## src/rcs_pkg.sv

```systemverilog
/*
 * Constants and types for the reset-cause recorder and debug forced reset.
 * Assumes a 125 MHz bus clock and a 16-bit address space shared by the
 * processor bus and the serial background debug access port.
 */
// Contract
// A read-only status register tells which source caused the last reset.
// A reset forced by the debug host leaves every cause flag cleared; here a low-voltage trip in the same cycle still sets bit 1 and keeps bit 7.
// With the watchdog on, a status write other than 0x55 or 0xaa resets; here only processor writes do, debug host status writes are ignored.
// Writing 0x55 then 0xaa services the watchdog and keeps the flags.
// Power-on sets the power-on flag (bit 7) and low-voltage flag (bit 1).
// An enabled low-voltage trip resets, sets bit 1 and keeps bit 7.
// Other resets clear bits 7 and 1 and record each active source; here a debug forced reset in the same cycle records no source.
// A low level on the external reset pin sets bit 6.
// A watchdog timeout sets bit 5; no watchdog reset while it is off.
// An illegal opcode, or stop or background when barred, sets bit 4.
// An access to an unimplemented address sets bit 3.
// The forced-reset register takes writes from the debug host only.
// Reads of the forced-reset register always return zero.
// A debug write of one to bit 0 of the forced-reset register resets.
// With the detector on, supply resets hold until the supply recovers.
// A 0xaa write not directly after a 0x55 write does not service.

package rcs_pkg;

   // -----------------------------------------------------------------
   // Register addresses
   // -----------------------------------------------------------------
   localparam logic [15:0] STATUS_ADDR = 16'h1800;
   localparam logic [15:0] FORCE_ADDR  = 16'h1801;

   // -----------------------------------------------------------------
   // Status fields and values
   // -----------------------------------------------------------------
   localparam int POR_BIT  = 7;
   localparam int PIN_BIT  = 6;
   localparam int WDOG_BIT = 5;
   localparam int ILLEGAL_OPCODE_FLAG_BIT = 4;
   localparam int ILLEGAL_ADDRESS_FLAG_BIT = 3;
   localparam int LV_BIT   = 1;
   localparam int FORCE_BIT = 0;
   localparam logic [7:0] STATUS_POR_VAL = 8'h82;
   localparam logic [7:0] READ_ZERO      = 8'h00;

   // -----------------------------------------------------------------
   // Watchdog service values and counter
   // -----------------------------------------------------------------
   localparam logic [7:0] SERVICE_FIRST  = 8'h55;
   localparam logic [7:0] SERVICE_SECOND = 8'haa;
   localparam int WDOG_CNT_W = 24;
   localparam int WDOG_TIMEOUT_DEFAULT = 262144;

   // -----------------------------------------------------------------
   // Timing
   // -----------------------------------------------------------------
   localparam int CLK_PERIOD_NS  = 8;
   localparam int RESET_HOLD_NS  = 128;
   localparam int RESET_HOLD_CYC =
      (RESET_HOLD_NS + CLK_PERIOD_NS - 1) / CLK_PERIOD_NS;
   localparam int HOLD_CNT_W = 8;

   typedef enum logic [1:0] {
      ST_RUN,
      ST_ASSERT,
      ST_LVHOLD
   } rcs_state_t;

endpackage

```

## src/rcs_top.sv

```systemverilog
/*
 * Reset-cause recorder, watchdog service decode and debug forced reset.
 * Assumes RST_N is the power-on reset, all inputs are synchronous to
 * REF_CLK, and reset requests are pulses or levels seen while running.
 */
`timescale 1ns/1ps
module rcs_top
   import rcs_pkg::*;
#(
   parameter int unsigned WDOG_TIMEOUT_CYC = WDOG_TIMEOUT_DEFAULT
) (
   // Clock and reset
   input  wire logic        REF_CLK,
   input  wire logic        RST_N,
   input  wire logic        CE,
   // Processor bus
   input  wire logic        CPU_WR,
   input  wire logic        CPU_RD,
   input  wire logic [15:0] CPU_ADDR,
   input  wire logic [7:0]  CPU_WDATA,
   output      logic [7:0]  CPU_RDATA,
   // Background debug access
   input  wire logic        DBG_WR,
   input  wire logic        DBG_RD,
   input  wire logic [15:0] DBG_ADDR,
   input  wire logic [7:0]  DBG_WDATA,
   output      logic [7:0]  DBG_RDATA,
   // Reset sources
   input  wire logic        PIN_RESET_N,
   input  wire logic        LOW_VOLTAGE,
   input  wire logic        LOW_VOLTAGE_DETECT_ENABLE,
   input  wire logic        LOW_VOLTAGE_RESET_ENABLE,
   input  wire logic        ILLEGAL_OPCODE,
   input  wire logic        STOP_EXEC,
   input  wire logic        BACKGROUND_INSTRUCTION_EXEC,
   input  wire logic        ILLEGAL_ADDRESS,
   // Options
   input  wire logic        WATCHDOG_ENABLE,
   input  wire logic        STOP_ALLOW,
   input  wire logic        BACKGROUND_MODE_ALLOW,
   // Status and reset out
   output      logic [7:0]  RESET_CAUSE,
   output      logic        SYS_RESET_N
);

   rcs_state_t              state;
   rcs_state_t              next_state;
   logic [HOLD_CNT_W-1:0]   hold_cnt;
   logic [HOLD_CNT_W-1:0]   next_hold_cnt;
   logic                    lv_kind;
   logic                    next_lv_kind;
   logic [7:0]              next_cause;
   logic [7:0]              cause_val;
   logic [7:0]              next_cpu_rdata;
   logic [7:0]              next_dbg_rdata;
   logic                    running;
   logic                    cpu_status_wr;
   logic                    cpu_status_rd;
   logic                    dbg_status_rd;
   logic                    force_req;
   logic                    lv_trip;
   logic                    pin_req;
   logic                    illegal_opcode_flag_req;
   logic                    wdog_trip;
   logic                    any_req;
   logic                    hold_done;
   logic                    lv_hold;
   logic [WDOG_CNT_W-1:0]   wdog_count;
   logic                    wdog_armed;

   // -----------------------------------------------------------------
   // Register access decode
   // -----------------------------------------------------------------
   assign running       = state == ST_RUN;
   assign cpu_status_wr = CPU_WR && CPU_ADDR == STATUS_ADDR;
   assign cpu_status_rd = CPU_RD && CPU_ADDR == STATUS_ADDR;
   assign dbg_status_rd = DBG_RD && DBG_ADDR == STATUS_ADDR;
   // Processor writes to the forced-reset address never reach this term
   assign force_req = DBG_WR && DBG_ADDR == FORCE_ADDR
                      && DBG_WDATA[FORCE_BIT];
   // Forced-reset reads fall through to zero like unmapped addresses
   assign next_cpu_rdata = cpu_status_rd ? RESET_CAUSE : READ_ZERO;
   assign next_dbg_rdata = dbg_status_rd ? RESET_CAUSE : READ_ZERO;

   // -----------------------------------------------------------------
   // Reset sources
   // -----------------------------------------------------------------
   assign lv_trip  = LOW_VOLTAGE && LOW_VOLTAGE_DETECT_ENABLE
                     && LOW_VOLTAGE_RESET_ENABLE;
   assign pin_req  = !PIN_RESET_N;
   assign illegal_opcode_flag_req = ILLEGAL_OPCODE || (STOP_EXEC && !STOP_ALLOW)
                     || (BACKGROUND_INSTRUCTION_EXEC && !BACKGROUND_MODE_ALLOW);
   assign any_req  = lv_trip || force_req || pin_req || illegal_opcode_flag_req
                     || wdog_trip || ILLEGAL_ADDRESS;

   rcs_wdog #(
      .TIMEOUT (WDOG_CNT_W'(WDOG_TIMEOUT_CYC))
   ) u_wdog (
      .clk   (REF_CLK),
      .rst_n (RST_N),
      .ce    (CE),
      .run   (running && WATCHDOG_ENABLE),
      .wr    (cpu_status_wr),
      .wdata (CPU_WDATA),
      .trip  (wdog_trip),
      .count (wdog_count),
      .armed (wdog_armed)
   );

   // -----------------------------------------------------------------
   // Cause capture at reset entry
   // -----------------------------------------------------------------
   always_comb begin
      cause_val = 8'h00;
      if (lv_trip) begin
         cause_val[POR_BIT] = RESET_CAUSE[POR_BIT];
         cause_val[LV_BIT]  = 1'b1;
      end else if (!force_req) begin
         cause_val[PIN_BIT]  = pin_req;
         cause_val[WDOG_BIT] = wdog_trip;
         cause_val[ILLEGAL_OPCODE_FLAG_BIT] = illegal_opcode_flag_req;
         cause_val[ILLEGAL_ADDRESS_FLAG_BIT] = ILLEGAL_ADDRESS;
      end
   end

   // -----------------------------------------------------------------
   // Reset sequencer
   // -----------------------------------------------------------------
   assign hold_done = hold_cnt == '0;
   assign lv_hold   = lv_kind && LOW_VOLTAGE && LOW_VOLTAGE_DETECT_ENABLE;

   always_comb begin
      next_state    = state;
      next_hold_cnt = hold_cnt;
      next_lv_kind  = lv_kind;
      next_cause    = RESET_CAUSE;
      case (state)
         ST_RUN: begin
            if (any_req) begin
               next_state    = ST_ASSERT;
               next_hold_cnt = HOLD_CNT_W'(RESET_HOLD_CYC - 1);
               next_lv_kind  = lv_trip;
               next_cause    = cause_val;
            end
         end
         ST_ASSERT: begin
            if (!hold_done) begin
               next_hold_cnt = hold_cnt - 1'b1;
            end else if (lv_hold) begin
               next_state = ST_LVHOLD;
            end else if (PIN_RESET_N) begin
               next_state = ST_RUN;
            end
         end
         ST_LVHOLD: begin
            if (!lv_hold) begin
               next_state = ST_ASSERT;
            end
         end
         default: begin
            next_state = ST_ASSERT;
         end
      endcase
   end

   always_ff @(posedge REF_CLK or negedge RST_N) begin
      if (!RST_N) begin
         state       <= ST_ASSERT;
         hold_cnt    <= HOLD_CNT_W'(RESET_HOLD_CYC - 1);
         lv_kind     <= 1'b1;
         RESET_CAUSE <= STATUS_POR_VAL;
         SYS_RESET_N <= 1'b0;
      end else if (CE) begin
         state       <= next_state;
         hold_cnt    <= next_hold_cnt;
         lv_kind     <= next_lv_kind;
         RESET_CAUSE <= next_cause;
         SYS_RESET_N <= next_state == ST_RUN;
      end
   end

   always_ff @(posedge REF_CLK or negedge RST_N) begin
      if (!RST_N) begin
         CPU_RDATA <= READ_ZERO;
         DBG_RDATA <= READ_ZERO;
      end else if (CE) begin
         CPU_RDATA <= next_cpu_rdata;
         DBG_RDATA <= next_dbg_rdata;
      end
   end
endmodule

```

## src/rcs_wdog.sv

```systemverilog
/*
 * Watchdog counter with the two-write service sequence.
 * Assumes the caller drops run whenever the watchdog is off or the system
 * is in reset, which clears the count and the sequence.
 */
`timescale 1ns/1ps
module rcs_wdog
   import rcs_pkg::*;
#(
   parameter logic [WDOG_CNT_W-1:0] TIMEOUT = WDOG_CNT_W'(WDOG_TIMEOUT_DEFAULT)
) (
   // Clock and reset
   input  wire logic                  clk,
   input  wire logic                  rst_n,
   input  wire logic                  ce,
   // Control
   input  wire logic                  run,
   input  wire logic                  wr,
   input  wire logic [7:0]            wdata,
   // Result
   output      logic                  trip,
   output      logic [WDOG_CNT_W-1:0] count,
   output      logic                  armed
);

   logic                  is_first;
   logic                  is_second;
   logic                  bad_write;
   logic                  expired;
   logic                  serviced;
   logic [WDOG_CNT_W-1:0] next_count;
   logic                  next_armed;

   // -----------------------------------------------------------------
   // Decode
   // -----------------------------------------------------------------
   assign is_first  = wdata == SERVICE_FIRST;
   assign is_second = wdata == SERVICE_SECOND;
   assign bad_write = wr && !is_first && !is_second;
   assign expired   = count == TIMEOUT - 1'b1;
   assign trip      = run && (bad_write || expired);
   assign serviced  = wr && is_second && armed;
   assign next_count = !run ? '0 :
                       serviced ? '0 : count + 1'b1;
   assign next_armed = run && wr ? is_first : (run && armed);

   always_ff @(posedge clk or negedge rst_n) begin
      if (!rst_n) begin
         count <= '0;
         armed <= 1'b0;
      end else if (ce) begin
         count <= next_count;
         armed <= next_armed;
      end
   end
endmodule

```

## config.mk

```make
export PLATFORM = sky130hd
export DESIGN_NAME = rcs_top
export DESIGN_NICKNAME = d
export VERILOG_FILES = /design/src/rcs_pkg.sv /design/src/rcs_top.sv /design/src/rcs_wdog.sv
export SDC_FILE = /design/constraint.sdc
export NUM_CORES = 1
export LEC_CHECK = 0
export ABC_CLOCK_PERIOD_IN_PS = 1900
export BUFFER_PORTS_ARGS = -buffer_cell sky130_fd_sc_hd__buf_2
export CAP_MARGIN = 10
export CORE_ASPECT_RATIO = 1.4
export CORE_MARGIN = 5
export CORE_UTILIZATION = 46
export CTS_CLUSTER_SIZE = 40
export DETAILED_ROUTE_END_ITERATION = 10
export PLACE_DENSITY = 0.76
export RECOVER_POWER = 50
export SETUP_SLACK_MARGIN = 0.05
export SYNTH_ARGS = -nofsm -noshare
export SYNTH_HDL_FRONTEND = slang
export SYNTH_SLANG_ARGS = --single-unit
```

## constraint.sdc

```tcl
create_clock -name REF_CLK -period 1.9 [get_ports REF_CLK]
set_input_delay 0.19 -clock REF_CLK [delete_from_list [all_inputs] [get_ports REF_CLK]]
set_output_delay 0.19 -clock REF_CLK [all_outputs]
set_load 0.05 [all_outputs]
```

==> results.yml <==
run_status:
  status: "complete, but fails checks"
  violations: "setup timing"
sta:
  setup_viol: 14
  fmax_mhz: 490
  finalHoldViolations: 0
  holdWs_ps: 78.8
  finalCriticalPeriod_ps: 2040
  fin_skew_ps: 5.77
  fin_crit_sh_pct: 108
  setup_slack_ps: -143
  drv_slew: 0
  rsz0062_at_grt: "yes"
  relSlewSlack_pct: 13.7
  worstMarginPinSlew_ps: 1290
pwr:
  combPwrFrac_pct: 34.4
  switching_share_pct: 34.1
  power.density_nw_per_um2: 879
  intPower_uw: 2390
  clkPwrFrac_pct: 25.5
  vdd_drop_max_mv: 0.866
  p_leak_uw: 0.00198
  seq_power_share_pct: 40.0
  p_switching_uw: 1230
final_layout:
  layout.nets: 507
  fin_util_pct: 65.8
  final_cell_area_um2: 4120
  drive_gt1_share_pct: 42.5
  diodes: 0
  syn2layout_area_growth_pct: 39.3
  fin_cells: 512
logic_synthesis:
  syn_inst: 315
  synth.area.top_cells: "dfrtp_1 40%, dfstp_2 6.2%, nand2_1 6.2%, o21ai_0 4.9%, a22o_1 4.1%"
  synth_area_per_cell_um2: 9.38
  yosysTopAreaCell: "dfrtp_1"
  ys_async_sr_fraction_pct: 100
  synth-edff-count: 0
  synth_cell_types: 53
  yosysTopAreaCellShare_pct: 39.8
  ys_seq_area_share_pct: 46.0
  syn-cell-area_um2: 2960
  yosys_warnings: 0
  synthTopCellsByCount: "49 x nand2_1, 47 x dfrtp_1, 29 x o21ai_0"
  ys.flop_type: "dfrtp_1"
  synth_most_common_cell: "nand2_1"
  ys_seq_elements: 54
worst_setup_path:
  critPathCaptureType: "flip-flop"
  cp_data_required_time_ps: 2150
  cp_max_fo: 4
  critPathLaunch: "u_wdog.count[20]"
  r2r_setup_slack_ps: -140
  worstPathCellList: "or4_4, nor3_4, nand4_2, o21ai_4, o211ai_4, nor4_2, mux2_1"
  cp_slowest_stage_delay_ps: 540
  startpoint_type: "flip-flop"
  crit_path_end: "hold_cnt[3]"
  worstSetupPathType: "reg2reg"
  crit_slowest_cell: "or4_4"
  r2r_start: "u_wdog.count[20]"
  worst_r2r_path_depth: 7
  worstPathArrival_ps: 2300
  r2r_end: "hold_cnt[3]"
global_route:
  grt_pass1_vias: 3072
  grt_max_degree: 55
  antenna_found_initial: 0
  grt_pass1_wl_um: 13200
  grt_overflow: 0
  gr-usage-all-layers_pct: 19.2
run:
  cap_violations: 0
die:
  die_x_um: 77.7
  die_area_um2: 8150
  die_h_um: 105
  row_count: 34
  core_area_um2: 6250
  ios: 91
  initial_core_util_pct: 47.3
route:
  first_iter_violations: 192
  drc_errors: 0
  drt-total-wl_um: 7920
  first_pass_iters: 4
  postRouteAntennaNets: 0
  viasPerCell: 5.73
  dr_total_vias: 2935
  wire_per_inst_um: 15.5
clock_tree:
  tritoncts: "built"
  clock_sinks: 54
  path_clk_slew_ps: 100
  cts_buffers: 5
  cts_root_buf: "clkbuf_8"
  holdBufCountCts: 0
  clk_path_buf_depth: 2
  ctsHtreeMaxLevel: 2
  insertion_delay_ps: 320
placed_design:
  dpl.cell_count: 498
  dp_hpwl_um: 5780
  io_buffer_count: 77
  placedInstanceArea_um2: 3750
  gp_congestion: 0.808
worst_hold_path:
  hp-class: "in2reg"
## critical path: cells and delay by family, from the launching register on
family,cells,cell delay [ps]
AOI/OAI and AO/OA,2,270
DFF,1,390
and+or+nand+nor,4,970
muxes,1,340
## cells in the final DEF (no fill, tap or decap), drive strengths merged, types with 9 or more instances in the layout
cell   count
o31ai     10
nor4      13
nand4      9
nand2     49
nand3     10
nor2      11
buf      127
and3       9
a22o      14
inv       10
o21ai     36
dfrtp     47
## worst min path at each step
| stage | from | cells past startpoint | to | slack (ps) |
|---|---|---|---|---|
| 5_1_grt | PIN_RESET_N | 2 | RESET_CAUSE[6] | 70 |
| 3_3_place_gp | RST_N | 2 | u_wdog.count[7] | 360 |
| 6_report | PIN_RESET_N | 2 | RESET_CAUSE[6] | 80 |
| 4_1_cts | RST_N | 2 | u_wdog.armed | 10 |
| 3_5_place_dp | RST_N | 2 | u_wdog.count[6] | 360 |
| 2_1_floorplan | RST_N | 0 | CPU_RDATA[1] | -110 |
## area by class of cell
type	count	area, um^2
timing repair buffer	129	817
sequential	54	1360
clock inverter	3	68.8
multi-input combinational	239	1680
fill	484	2140
tap	72	90.1
clock buffer	5	68.8
inverter	10	37.5
## power groups by stage
stage / clock network [uW] / registers (uW) / logic (uW)
global placement: 0 / 1460 / 1040
CTS: 945 / 1440 / 1100
floorplan: 0 / 1620 / 492
finish: 924 / 1450 / 1250
global route: 979 / 1470 / 1350
detailed placement: 0 / 1460 / 1070
## routing by layer
metal,GRT usage (%),wire length [um],up-vias
met1,21.8,3010,1425
met5,0,0,-
li1,-,-,1412
met3,3.36,368,21
met2,34.9,4320,77
met4,7.74,220,0
## what timing repair did
action / CTS / global route
setup endpoints to repair: 17 / 27
cloned: 0 / 1
pin swaps: 2 / 12
setup buffers: 2 / 4
resized for setup: 9 / 40
## cells by family (layout without fill, tap and decap cells)
kind of cell,Yosys count,after routing,synth area share (%)
flip-flops,54,54,46.0
AND/OR/NAND/NOR,135,135,25.5
adder cells (fa/ha/maj),2,2,0.847
other,1,6,0.127
AO/OA/AOI/OAI,89,89,20.8
buffers and inverters,27,147,4.36
multiplexers,4,4,1.44
XOR/XNOR,3,3,0.889
## state kept, by name (all words and copies together), names as in the netlist
| register | cells |
|---|---|
| SYS_RESET_N | 1 |
| u_wdog.armed | 1 |
| u_wdog.count | 24 |
| CPU_RDATA | 6 |
| DBG_RDATA | 6 |
| RESET_CAUSE | 6 |
| hold_cnt | 8 |
| state | 2 |
## through the flow
step	setup WS, ps	TNS (ps)	total power, uW
final	-143	-1150	3620
after global routing	-230	-2370	3800
after CTS	-139	-1300	3490
after detailed placement	-232	-1480	2530
after global placement	-155	-775	2500
after floorplan	-93.7	-437	2110
No activity file was read; power rests on OpenSTA's default activity.
